<file path="src/rtl/ramp_defs.svh">
`ifndef RAMP_DEFS_SVH
`define RAMP_DEFS_SVH

// ****************************************
// clocking and timing
// ****************************************
`define CLK_HZ             25000000
`define TICK_US            1
`define TICK_CYCLES        (`CLK_HZ / 1000000 * `TICK_US)
`define TICKS_PER_MS       (1000 / `TICK_US)

// ****************************************
// register byte offsets
// ****************************************
`define OFS_CTRL           8'h00
`define OFS_ASSIGN         8'h04
`define OFS_UP_TIMES       8'h08
`define OFS_DOWN_TIMES     8'h0c
`define OFS_FREQ           8'h10
`define OFS_STATUS         8'h14

// ****************************************
// control fields
// ****************************************
`define CTRL_RUN           0
`define CTRL_STOP          1
`define CTRL_PROFILE_LO    2
`define CTRL_ADAPT_LO      4
`define CTRL_STOP_TYPE_LO  6
`define CTRL_TWO_WIRE      8
`define CTRL_TRIG_LEVEL    9
`define CTRL_LOOP_START    10

// ****************************************
// assignment fields
// ****************************************
`define ASG_SWITCH_LO      0
`define ASG_COAST_LO       4
`define ASG_QUICK_LO       8
`define ASG_DIV_LO         12

// ****************************************
// reset values and limits
// ****************************************
`define RST_CTRL           32'h0000_0000
`define RST_ASSIGN         32'h0000_4000
`define RST_UP_TIMES       32'h0032_001e
`define RST_DOWN_TIMES     32'h0032_001e
`define RST_FREQ           32'h0000_01f4
`define DIV_MAX            4'ha
`define SLOPE_NOMINAL      8'h64
`define SLOPE_S_ROUND      8'ha7
`define SLOPE_U_ROUND      8'hc8

`endif

</file>
<file path="src/rtl/ramp_pkg.sv">
package ramp_pkg;

    typedef enum logic [2:0] {
        ST_IDLE      = 3'b000,
        ST_RUN       = 3'b001,
        ST_RAMP_STOP = 3'b010,
        ST_FAST_STOP = 3'b011,
        ST_COAST     = 3'b100
    } drive_state_e;

    typedef struct packed {
        logic        psel;
        logic        penable;
        logic        pwrite;
        logic [7:0]  paddr;
        logic [31:0] pwdata;
    } apb_req_s;

    typedef struct packed {
        logic        pready;
        logic        pslverr;
        logic [31:0] prdata;
    } apb_rsp_s;

    typedef struct packed {
        logic [15:0] out_freq;
        logic        motor_enable;
        logic        loss_braking;
    } drive_out_s;

endpackage

</file>
<file path="src/rtl/speed_ramp_and_stop_control.sv">
`timescale 1ns/1ps
`include "ramp_defs.svh"

module speed_ramp_and_stop_control
    import ramp_pkg::*;
(
    input  wire logic             ref_clk_in,
    input  wire logic             arst_n_in,
    input  wire ramp_pkg::apb_req_s apb_req_in,
    output ramp_pkg::apb_rsp_s    apb_rsp_out,
    input  wire logic [3:0]       logic_input_in,
    input  wire logic             dc_bus_high_in,
    output ramp_pkg::drive_out_s  drive_out
);
    import ramp_pkg::*;

    // ****************************************
    // state
    // ****************************************
    typedef struct packed {
        logic [4:0]   s1;
        logic [4:0]   s2;
        logic [4:0]   s3;
        logic [4:0]   filt;
        logic [31:0]  ctrl;
        logic [31:0]  asg;
        logic [31:0]  up_t;
        logic [31:0]  dn_t;
        logic [31:0]  fcfg;
        logic [15:0]  freq;
        logic [15:0]  start;
        logic [32:0]  err;
        logic [9:0]   tick_cnt;
        logic         tick;
        drive_state_e st;
        logic         coast_lock;
        logic         run_prev;
        apb_rsp_s     rsp;
        drive_out_s   dout;
    } core_s;

    localparam logic [9:0] TICK_LAST = 10'(`TICK_CYCLES - 1);

    core_s cur_reg;
    core_s cur_next;
    logic  rst_s1_reg;
    logic  rst_n_reg;

    // selector code 1-4 picks an input active high, 5-8 active low
    function automatic logic li_pick(input logic [3:0] sel, input logic [3:0] li);
        logic r;
        r = 1'b0;
        if (sel >= 4'h1 && sel <= 4'h4) begin
            r = li[2'(sel - 4'h1)];
        end else if (sel >= 4'h5 && sel <= 4'h8) begin
            r = ~li[2'(sel - 4'h5)];
        end
        return r;
    endfunction

    // trigger field 0 is unassigned, 1-4 picks an input that acts when low
    function automatic logic low_pick(input logic [2:0] sel, input logic [3:0] li);
        logic r;
        r = 1'b0;
        if (sel != 3'h0 && sel <= 3'h4) begin
            r = ~li[2'(sel - 3'h1)];
        end
        return r;
    endfunction

    // ****************************************
    // reset release
    // ****************************************
    always_ff @(posedge ref_clk_in or negedge arst_n_in) begin
        if (!arst_n_in) begin
            rst_s1_reg <= 1'b0;
            rst_n_reg  <= 1'b0;
        end else begin
            rst_s1_reg <= 1'b1;
            rst_n_reg  <= rst_s1_reg;
        end
    end

    // ****************************************
    // next state
    // ****************************************
    logic [3:0]  li;
    logic        dc_high;
    logic        run_cmd;
    logic        sw_act;
    logic        coast_trig;
    logic        quick_trig;
    logic        stop_req;
    logic [1:0]  profile;
    logic [1:0]  adapt;
    logic [1:0]  stop_type;
    logic [3:0]  div;
    logic [15:0] target;
    logic [15:0] rated;
    logic [15:0] ramp_time;
    logic [15:0] span;
    logic [15:0] prog;
    logic [7:0]  slope;
    logic [31:0] thr;
    logic [32:0] sum;
    logic        accel;
    logic        hold;

    always_comb begin
        cur_next = cur_reg;
        li       = cur_reg.filt[3:0];
        dc_high  = cur_reg.filt[4];

        // pin inputs: a change counts once the second and third stages agree
        cur_next.s1 = {dc_bus_high_in, logic_input_in};
        cur_next.s2 = cur_reg.s1;
        cur_next.s3 = cur_reg.s2;
        for (int i = 0; i < 5; i++) begin
            if (cur_reg.s2[i] == cur_reg.s3[i]) begin
                cur_next.filt[i] = cur_reg.s3[i];
            end
        end

        // control tick divider
        cur_next.tick = 1'b0;
        if (cur_reg.tick_cnt == TICK_LAST) begin
            cur_next.tick_cnt = 10'h000;
            cur_next.tick     = 1'b1;
        end else begin
            cur_next.tick_cnt = cur_reg.tick_cnt + 10'h001;
        end

        // ****************************************
        // apb slave: one wait-free access phase
        // ****************************************
        cur_next.rsp.pready  = 1'b0;
        cur_next.rsp.pslverr = 1'b0;
        if (apb_req_in.psel && !apb_req_in.penable) begin
            cur_next.rsp.pready = 1'b1;
            unique case (apb_req_in.paddr)
                `OFS_CTRL:       cur_next.rsp.prdata = cur_reg.ctrl;
                `OFS_ASSIGN:     cur_next.rsp.prdata = cur_reg.asg;
                `OFS_UP_TIMES:   cur_next.rsp.prdata = cur_reg.up_t;
                `OFS_DOWN_TIMES: cur_next.rsp.prdata = cur_reg.dn_t;
                `OFS_FREQ:       cur_next.rsp.prdata = cur_reg.fcfg;
                // bits 31:28 and 16 of status read as zero
                `OFS_STATUS:     cur_next.rsp.prdata = {4'h0, cur_reg.coast_lock,
                                     cur_reg.st, li, dc_high, cur_reg.dout.loss_braking,
                                     cur_reg.dout.motor_enable, 1'b0, cur_reg.freq};
                default: begin
                    cur_next.rsp.prdata  = 32'h0000_0000;
                    cur_next.rsp.pslverr = 1'b1;
                end
            endcase
        end
        if (apb_req_in.psel && apb_req_in.penable && cur_reg.rsp.pready
            && apb_req_in.pwrite) begin
            unique case (apb_req_in.paddr)
                `OFS_CTRL:       cur_next.ctrl = apb_req_in.pwdata;
                `OFS_ASSIGN:     cur_next.asg  = apb_req_in.pwdata;
                `OFS_UP_TIMES:   cur_next.up_t = apb_req_in.pwdata;
                `OFS_DOWN_TIMES: cur_next.dn_t = apb_req_in.pwdata;
                `OFS_FREQ:       cur_next.fcfg = apb_req_in.pwdata;
                default:         cur_next.ctrl = cur_reg.ctrl;
            endcase
        end

        // ****************************************
        // stop sequencing
        // ****************************************
        profile   = cur_reg.ctrl[`CTRL_PROFILE_LO +: 2];
        adapt     = cur_reg.ctrl[`CTRL_ADAPT_LO +: 2];
        stop_type = cur_reg.ctrl[`CTRL_STOP_TYPE_LO +: 2];
        run_cmd   = cur_reg.ctrl[`CTRL_RUN];
        rated     = cur_reg.fcfg[15:0];
        sw_act    = li_pick(cur_reg.asg[`ASG_SWITCH_LO +: 4], li);
        coast_trig = low_pick(cur_reg.asg[`ASG_COAST_LO +: 3], li);
        quick_trig = low_pick(cur_reg.asg[`ASG_QUICK_LO +: 3], li);
        div = cur_reg.asg[`ASG_DIV_LO +: 4];
        if (div == 4'h0) begin
            div = 4'h1;
        end else if (div > `DIV_MAX) begin
            div = `DIV_MAX;
        end
        stop_req = !run_cmd || cur_reg.ctrl[`CTRL_STOP];
        cur_next.run_prev = run_cmd;

        // coast restart only for two-wire level control (two-wire and level bits both set), else fresh run
        if (coast_trig) begin
            cur_next.coast_lock = 1'b1;
        end else if (!run_cmd) begin
            cur_next.coast_lock = 1'b0;
        end else if (cur_reg.ctrl[`CTRL_TWO_WIRE] && cur_reg.ctrl[`CTRL_TRIG_LEVEL]) begin
            cur_next.coast_lock = 1'b0;
        end

        // stop kind chosen on run loss or stop command
        if (coast_trig || cur_reg.coast_lock) begin
            cur_next.st = ST_COAST;
        end else if (quick_trig) begin
            cur_next.st = ST_FAST_STOP;
        end else if (stop_req) begin
            if (cur_reg.st == ST_RUN || cur_reg.st == ST_RAMP_STOP
                || cur_reg.st == ST_FAST_STOP) begin
                unique case (stop_type)
                    2'h1:    cur_next.st = ST_FAST_STOP;
                    2'h2:    cur_next.st = ST_COAST;
                    default: cur_next.st = ST_RAMP_STOP;
                endcase
            end
            if (cur_reg.freq == 16'h0000) begin
                cur_next.st = ST_IDLE;
            end
        end else if (run_cmd && (cur_reg.st == ST_IDLE || cur_reg.st == ST_COAST
                     || !cur_reg.run_prev)) begin
            cur_next.st = ST_RUN;
        end

        // ****************************************
        // ramp generator
        // ****************************************
        target = (cur_reg.st == ST_RUN) ? cur_reg.fcfg[31:16] : 16'h0000;
        if (target > rated) begin
            target = rated;
        end
        accel = target > cur_reg.freq;
        // second ramp pair when switch active; loop start uses it for acceleration only
        if (accel) begin
            ramp_time = (sw_act || cur_reg.ctrl[`CTRL_LOOP_START])
                        ? cur_reg.up_t[31:16] : cur_reg.up_t[15:0];
        end else begin
            ramp_time = sw_act ? cur_reg.dn_t[31:16] : cur_reg.dn_t[15:0];
        end

        // S rounds both ends; U rounds the approach to target
        span  = (target > cur_reg.start) ? target - cur_reg.start : cur_reg.start - target;
        prog  = (cur_reg.freq > cur_reg.start) ? cur_reg.freq - cur_reg.start
                                               : cur_reg.start - cur_reg.freq;
        slope = `SLOPE_NOMINAL;
        unique case (profile)
            2'h1: begin
                if (20'(prog) * 20'h0000a < 20'(span) * 20'h00003
                    || 20'(prog) * 20'h0000a > 20'(span) * 20'h00007) begin
                    slope = `SLOPE_S_ROUND;
                end
            end
            2'h2: begin
                if (17'(prog) * 17'h00002 >= 17'(span)) begin
                    slope = `SLOPE_U_ROUND;
                end
            end
            default: slope = `SLOPE_NOMINAL;
        endcase

        // ticks per unit step scale with time, over rated frequency
        // a tenth of a second is 100 ms and slope 100 is a factor of one, so the hundreds cancel
        thr = 32'(ramp_time) * 32'(`TICKS_PER_MS) * 32'(slope);
        // fast stop adds divider-fold progress per tick
        sum = cur_reg.err + 33'(rated)
              * ((cur_reg.st == ST_FAST_STOP && !accel) ? 33'(div) : 33'h1);
        // hold the deceleration while the bus is high in adaptation mode 1; no hold otherwise
        hold = !accel && adapt == 2'h1 && dc_high;

        // freewheel drops the reference in the cycle the enable falls
        if (cur_next.st == ST_COAST) begin
            cur_next.freq  = 16'h0000;
            cur_next.start = 16'h0000;
            cur_next.err   = 33'h0;
        end else if (cur_reg.freq == target) begin
            cur_next.start = cur_reg.freq;
            cur_next.err   = 33'h0;
        end else if (thr == 32'h0 || rated == 16'h0000) begin
            cur_next.freq = target;
        end else if (cur_reg.tick && !hold) begin
            // one unit step per tick when threshold crossed
            if (sum >= 33'(thr)) begin
                // backlog capped at one step so a ramp faster than the tick cannot wrap the sum
                cur_next.err  = (sum >= 33'(thr) * 33'h2) ? 33'(thr) : sum - 33'(thr);
                cur_next.freq = accel ? cur_reg.freq + 16'h0001 : cur_reg.freq - 16'h0001;
            end else begin
                cur_next.err = sum;
            end
        end
        if ((accel && cur_reg.start > cur_reg.freq)
            || (!accel && cur_reg.start < cur_reg.freq)) begin
            cur_next.start = cur_reg.freq;
        end

        // ****************************************
        // outputs
        // ****************************************
        cur_next.dout.out_freq     = cur_next.freq;
        cur_next.dout.motor_enable = cur_next.st != ST_COAST && cur_next.st != ST_IDLE;
        // loss braking flagged while decelerating in adaptation mode 2
        // drops with the enable, so a freewheel never shows braking
        cur_next.dout.loss_braking = adapt == 2'h2 && !accel
                                     && cur_reg.freq != target && cur_next.dout.motor_enable;
    end

    always_ff @(posedge ref_clk_in or negedge rst_n_reg) begin
        if (!rst_n_reg) begin
            cur_reg            <= '0;
            cur_reg.ctrl       <= `RST_CTRL;
            cur_reg.asg        <= `RST_ASSIGN;
            cur_reg.up_t       <= `RST_UP_TIMES;
            cur_reg.dn_t       <= `RST_DOWN_TIMES;
            cur_reg.fcfg       <= `RST_FREQ;
            cur_reg.st         <= ST_IDLE;
        end else begin
            cur_reg <= cur_next;
        end
    end

    assign apb_rsp_out = cur_reg.rsp;
    assign drive_out   = cur_reg.dout;

endmodule

</file>
<file path="config.mk">
export PLATFORM = sky130hd
export DESIGN_NAME = speed_ramp_and_stop_control
export DESIGN_NICKNAME = d
export VERILOG_FILES = /design/src/rtl/ramp_pkg.sv /design/src/rtl/speed_ramp_and_stop_control.sv
export VERILOG_INCLUDE_DIRS = /design/src /design/src/rtl
export SDC_FILE = /design/constraint.sdc
export NUM_CORES = 2
export LEC_CHECK = 0
export ABC_AREA = 1
export BUFFER_PORTS_ARGS = -buffer_cell sky130_fd_sc_hd__buf_2
export CORE_MARGIN = 1.5
export CORE_UTILIZATION = 30
export DETAILED_ROUTE_END_ITERATION = 10
export SYNTH_ARGS = -nofsm -noshare
export SYNTH_HDL_FRONTEND = slang
export SYNTH_SLANG_ARGS = --single-unit
</file>
<file path="constraint.sdc">
create_clock -name ref_clk_in -period 10.9 [get_ports ref_clk_in]
set_input_delay 2.725 -clock ref_clk_in [delete_from_list [all_inputs] [get_ports ref_clk_in]]
set_output_delay 2.725 -clock ref_clk_in [all_outputs]
set_load 0.05 [all_outputs]
</file>
### After elaboration in Yosys (flattened, before gate mapping)

Index checks and enable logic that the tools add are counted.

| storage, ports and cells | value |
|---|---|
| bits in registers | 299 |
| latch bits | 0 |
| bits in writable memories | 0 |
| ROM bits | 0 |
| output and inout port bits | 52 |
| word-level logic and storage cells | 209 |
| memories | 0 |

| operators by class | value |
|---|---|
| $add $sub $neg | 13 |
| multipliers | 6 |
| div/mod/pow operators | 0 |
| $lt $le $gt $ge | 22 |
| equal/unequal tests | 28 |
| shift operators | 0 |
| muxes and demuxes | 53 |
| bitwise operators | 3 |
| reductions and logical operators | 56 |

Operator list:

| operator | count |
|---|---|
| 16-bit 2-to-1 mux | 14 |
| 32-bit one-hot mux with 6 select lines | 1 |
| 33-bit 2-to-1 mux | 5 |
| 16-bit greater-than comparator | 5 |
| 65-bit 2-to-1 mux | 1 |
| 16-bit subtractor | 4 |
| 16-bit by 3-bit multiplier with 19-bit output, second input constant | 2 |
| 34-bit 2-to-1 mux | 1 |
| 33-bit by 20-bit adder with 33-bit output | 1 |
| 33-bit by 32-bit greater-or-equal comparator with 1-bit output | 1 |
| 33-bit greater-or-equal comparator | 1 |
| 33-bit by 32-bit subtractor with 33-bit output | 1 |
| 16-bit zero test | 2 |
| 32-bit zero test | 1 |
| 23-bit by 8-bit multiplier with 29-bit output | 1 |
| 16-bit by 7-bit multiplier with 23-bit output, second input constant | 1 |
| 3-bit nonzero test | 7 |
| 20-bit by 19-bit greater-than comparator with 1-bit output | 1 |
| 1-bit logical AND | 20 |
| 20-bit by 18-bit < comparator with 1-bit output | 1 |
| 16-bit by 4-bit multiplier with 20-bit output | 1 |
| 16-bit by 2-bit multiplier with 18-bit output, second input constant | 1 |
| 3-bit 2-to-1 mux | 6 |
| 17-bit by 16-bit greater-or-equal comparator with 1-bit output | 1 |
| 43 further kinds | 101 |

### Longest topological paths before layout

| logic depth | value |
|---|---|
| word-level depth | 20 |
| depth in mapped cells | 103 |
| mapped depth without buffers | 101 |

### Worst setup path before layout

No wires, ideal clock.

| path | value |
|---|---|
| kind | register to register |
| from | register cur_reg[56] in the netlist's numbering |
| to | register cur_reg, in the netlist drive_out[10] |
| data arrival time | 14.310 ns |
| required time | 10.772 ns |
| path slack | -3.538 ns |
| stages on the path, launching flop included | 92 |
| buffers on the path | 4 |
| clock period less this slack | 14.438 ns |
| cells stage by stage | dfrtp_1 -> inv_1 -> nand2_1 -> nor2_1 -> inv_1 -> buf_1 -> nor2_1 -> ha_1 -> a21oi_1 -> nor2_1 -> a211oi_1 -> nor2_1 -> a31oi_1 -> nand4_1 -> nand2_1 -> clkbuf_1 -> nand2_1 -> o21ai_0 -> (+56 left out) -> xor2_1 -> inv_1 -> ha_1 -> a21oi_1 -> inv_1 -> a31oi_1 -> o21bai_1 -> a21oi_1 -> o21ai_0 -> a21oi_1 -> o21ai_1 -> nand2_1 -> nand2_2 -> a21oi_1 -> nand3_2 -> nand2_2 -> buf_2 -> o21ai_0 |

| on the way | value |
|---|---|
| word-level cells in the longest chain between the ends | 17 |
| elaborated cells on any way between the ends | 60 |

RTL lines:

| element | RTL line | text |
|---|---|---|
| start: declaration | speed_ramp_and_stop_control.sv:44 | `core_s cur_reg;` |
| start signal: assignment | speed_ramp_and_stop_control.sv:310 | `cur_reg <= cur_next;` |
| branches (longest 17 deep; another with 23-bit by 8-bit multiplier with 29-bit output) | n/a |  |

Parallel ways; which one is timed is not known. The select of a mux whose other input is x is not followed.
A chain may end at the register's enable or synchronous reset.

### Worst setup path in the final report

| path | value |
|---|---|
| from | register cur_reg[56] in the netlist's numbering |
| to | register cur_reg, in the netlist drive_out[3] |

Same word-level chain as after synthesis.

==> out/results.tsv <==
stage	metric	value	unit
run_status	outcome	finished with violations	
run_status	failed_checks	setup timing	
yosys	postSynth.asyncResetShare	100	%
detailed_routing	vias_per_cell	4.85	
detailed_routing	drtPass1Iterations	6	
yosys	synthTopCellsByCount	927 x nand2_1, 795 x inv_1, 425 x ha_1, 349 x o21ai_0, 330 x nor2_1	
yosys	postSynthAreaPerCell	7.53	µm²
timing	relSlewSlack	18.0	%
detailed_routing	met2_length	56.9	mm
detailed_routing	antenna_left	0	
clock_network	clockBufferDepth	3	
worst_setup_path	criticalPathCategory	flop to flop	
yosys	syn_nets	5313	
detailed_routing	drc	0	
yosys	postSynthCellCount	4619	
timing	rsz0062_at_grt	yes	
placed_design	portBuffers	101	
die	die_w	344	µm
timing	setup_violations	49	
detailed_routing	drt_iter0_markers	2433	
die	die_area	0.118	mm²
detailed_routing	maxUsedRoutingLayer	met5	
timing	drv_slew	0	
min_path	hp-class	flop to flop	
grt	grt_overflow	0	
grt	antenna_found_initial	4	
cells_and_area	largest_register_ffs	232	
yosys	synth.area.top_cells	dfrtp_1 20%, ha_1 15%, fa_1 13%, nand2_1 10%, inv_1 8.6%	
detailed_routing	vias	35300	
grt	grt_pass1_vias	35200	
clock_network	cts_buffers	36	
detailed_routing	drt_wl_total	125	mm
grt	grt_max_degree	68	
detailed_routing	wl_per_cell	17.2	µm
clock_network	clkLatencyLatePin	580	ps
worst_setup_path	end_kind	flop	
clock_network	clk_pin_slew_worst_paths	60	ps
worst_setup_path	crit_path_top_delay_cell	fa_1	
timing	fin_ws	-3150	ps
timing	finalClockSkew	29.5	ps
clock_network	cts_tree	built	
cells_and_area	area_delta_synth_final	40.3	%
cells_and_area	nFillCells	11400	
die	core_area	0.115	mm²
timing	min_period_over_period	129	%
worst_setup_path	cp_max_fo	7	
yosys	synth.ff_latch_count	299	
worst_setup_path	crit_arrival	14560	ps
die	dieHeight	344	µm
placed_design	gp_congestion	0.937	
yosys	synth-edff-count	0	
cells_and_area	nets	6431	
clock_network	htree_num_levels	2	
clock_network	cts_root_buffer	clkbuf_16	
worst_setup_path	cp_data_required_time	11400	ps
cells_and_area	drive_gt1_share	30.6	%
flow_run	maxCapViolCount	0	
die	std_cell_rows	124	
timing	worstMarginPinSlew	1230	ps
timing	finalHoldViolCount	0	
detailed_routing	wl_met3	7.86	mm
timing	min_period	14050	ps
worst_setup_path	worst_setup_path_start_kind	flop	
yosys	ys_seq_area_share	21.6	%
yosys	yosysMostFrequentCell	nand2_1	
yosys	synth_ff_type	dfrtp_1	
yosys	synth_area	0.0348	mm²
yosys	synth_cell_types	68	
placed_design	hpwl	100	mm
clock_network	cts.sinks	299	
clock_network	hold_buffers	0	
grt	grt_pass1_wl	196	mm
cells_and_area	final_util	42.6	%
worst_setup_path	crit_path_frequent_cell	nand2_1	
worst_setup_path	max_stage_delay	510	ps
die	start_util	30.4	%
detailed_routing	drt-met1-wl	56.4	mm
yosys	synth_top_area_share	20.0	%
grt	grt_use_total	21.0	%
yosys	yosys_warnings	0	
die	ios	102	
timing	max_clock_freq	71.2	MHz
yosys	synth_largest_area_cell	dfrtp_1	
metrics by stage:
step	cells	instance area, µm²	hold WS [ps]	setup TNS [ps]	setup slack, ps
3_3_place_gp	7093	44400	334	-163720	-3440
6_report	7278	48800	345	-148620	-3150
4_1_cts	7257	48000	348	-141730	-2930
3_5_place_dp	7093	44400	335	-179990	-3790
5_1_grt	7277	48800	357	-191570	-3970
2_1_floorplan	4619	35100	331	-121290	-2510
logic make-up (layout without fill, tap and decap cells):
group	after synthesis	after routing	share of synthesized area, %
AO/OA/AOI/OAI	892	892	14.8
adder cells (fa/ha/maj)	649	649	28.0
XOR/XNOR	195	195	4.91
AND/OR/NAND/NOR	1601	1601	19.2
multiplexers	6	6	0.173
flip-flops	299	299	21.6
other	1	2	0.0108
buffers and inverters	976	2122	11.3
critical path, delay by kind of cell (launching register included):
kind / cells / cell delay (ps)
xor gates and xnor gates: 3 / 590
and+or+nand+nor: 33 / 3460
buffers and inverters: 21 / 2110
muxes: 1 / 220
DFF: 1 / 400
adders and majority gates: 11 / 3690
AOI/OAI and AO/OA: 24 / 3490
final timing paths:
path,start,slack (ps),cells after the start,to
min in group asynchronous,rst_n_reg$_DFF_PN0_,370,0,cur_reg[195]$_DFFE_PN0P_
hold reg to reg,cur_next[303]$_DFF_PN0_,350,0,cur_next[298]$_DFF_PN0_
setup / recovery,cur_reg[56]$_DFF_PN0_,-3150,93,drive_out[3]$_DFFE_PN0P_
hold / removal,cur_next[303]$_DFF_PN0_,350,0,cur_next[298]$_DFF_PN0_
setup reg to reg,cur_reg[56]$_DFF_PN0_,-3150,93,drive_out[3]$_DFFE_PN0P_
max in group asynchronous,rst_n_reg$_DFF_PN0_,8280,2,cur_reg[106]$_DFFE_PN0P_
placed cells by master, fill, tap and decap left out, types with 13 or more instances in the layout:
master / count
o211ai_1: 30
a211oi_1: 15
nor2_2: 29
nand3_2: 35
o21ai_2: 28
o21ai_0: 291
ha_1: 381
ha_4: 44
nand2_1: 826
nor2_4: 21
inv_1: 768
dfrtp_1: 277
a31oi_1: 18
nor2_1: 282
nor3_2: 14
buf_2: 101
a21o_1: 24
nand3_1: 162
a21oi_2: 30
xnor2_1: 58
buf_12: 13
dfstp_2: 21
nand2_4: 30
a221oi_1: 16
nor3_1: 26
fa_1: 214
inv_2: 28
clkbuf_16: 40
buf_4: 1097
nand4_1: 52
o21ai_1: 39
buf_6: 23
a21oi_1: 242
o21bai_1: 27
nand2_2: 86
xor2_1: 118
o22ai_1: 41
timing repair:
item,4_1_cts,5_1_grt
setup endpoints to repair,49,49
setup buffers,92,22
resized for setup,325,174
hold endpoints to repair,0,0
gates cloned,12,3
pin swaps,125,83
metal layers:
layer	GRT usage, %	vias to the layer above
met4	6.09	6
met3	2.81	210
li1	-	17200
met2	34.4	1042
met5	0	-
met1	28.7	16800
final cells by class:
cell class | count | area [µm²] | area share, %
clock buffers | 45 | 996 | 2.04
inverters | 805 | 3060 | 6.27
well taps | 1512 | 1890 | 3.87
flip-flops and latches | 299 | 7510 | 15.4
repair buffers | 1251 | 9660 | 19.8
diodes | 1 | 2.50 | 0.00512
clock inverters | 21 | 251 | 0.515
multi-input cells | 3344 | 25500 | 52.1
Power is not shown: default switching activity piles up to over one toggle a cycle in this logic, so the estimate is an artifact.
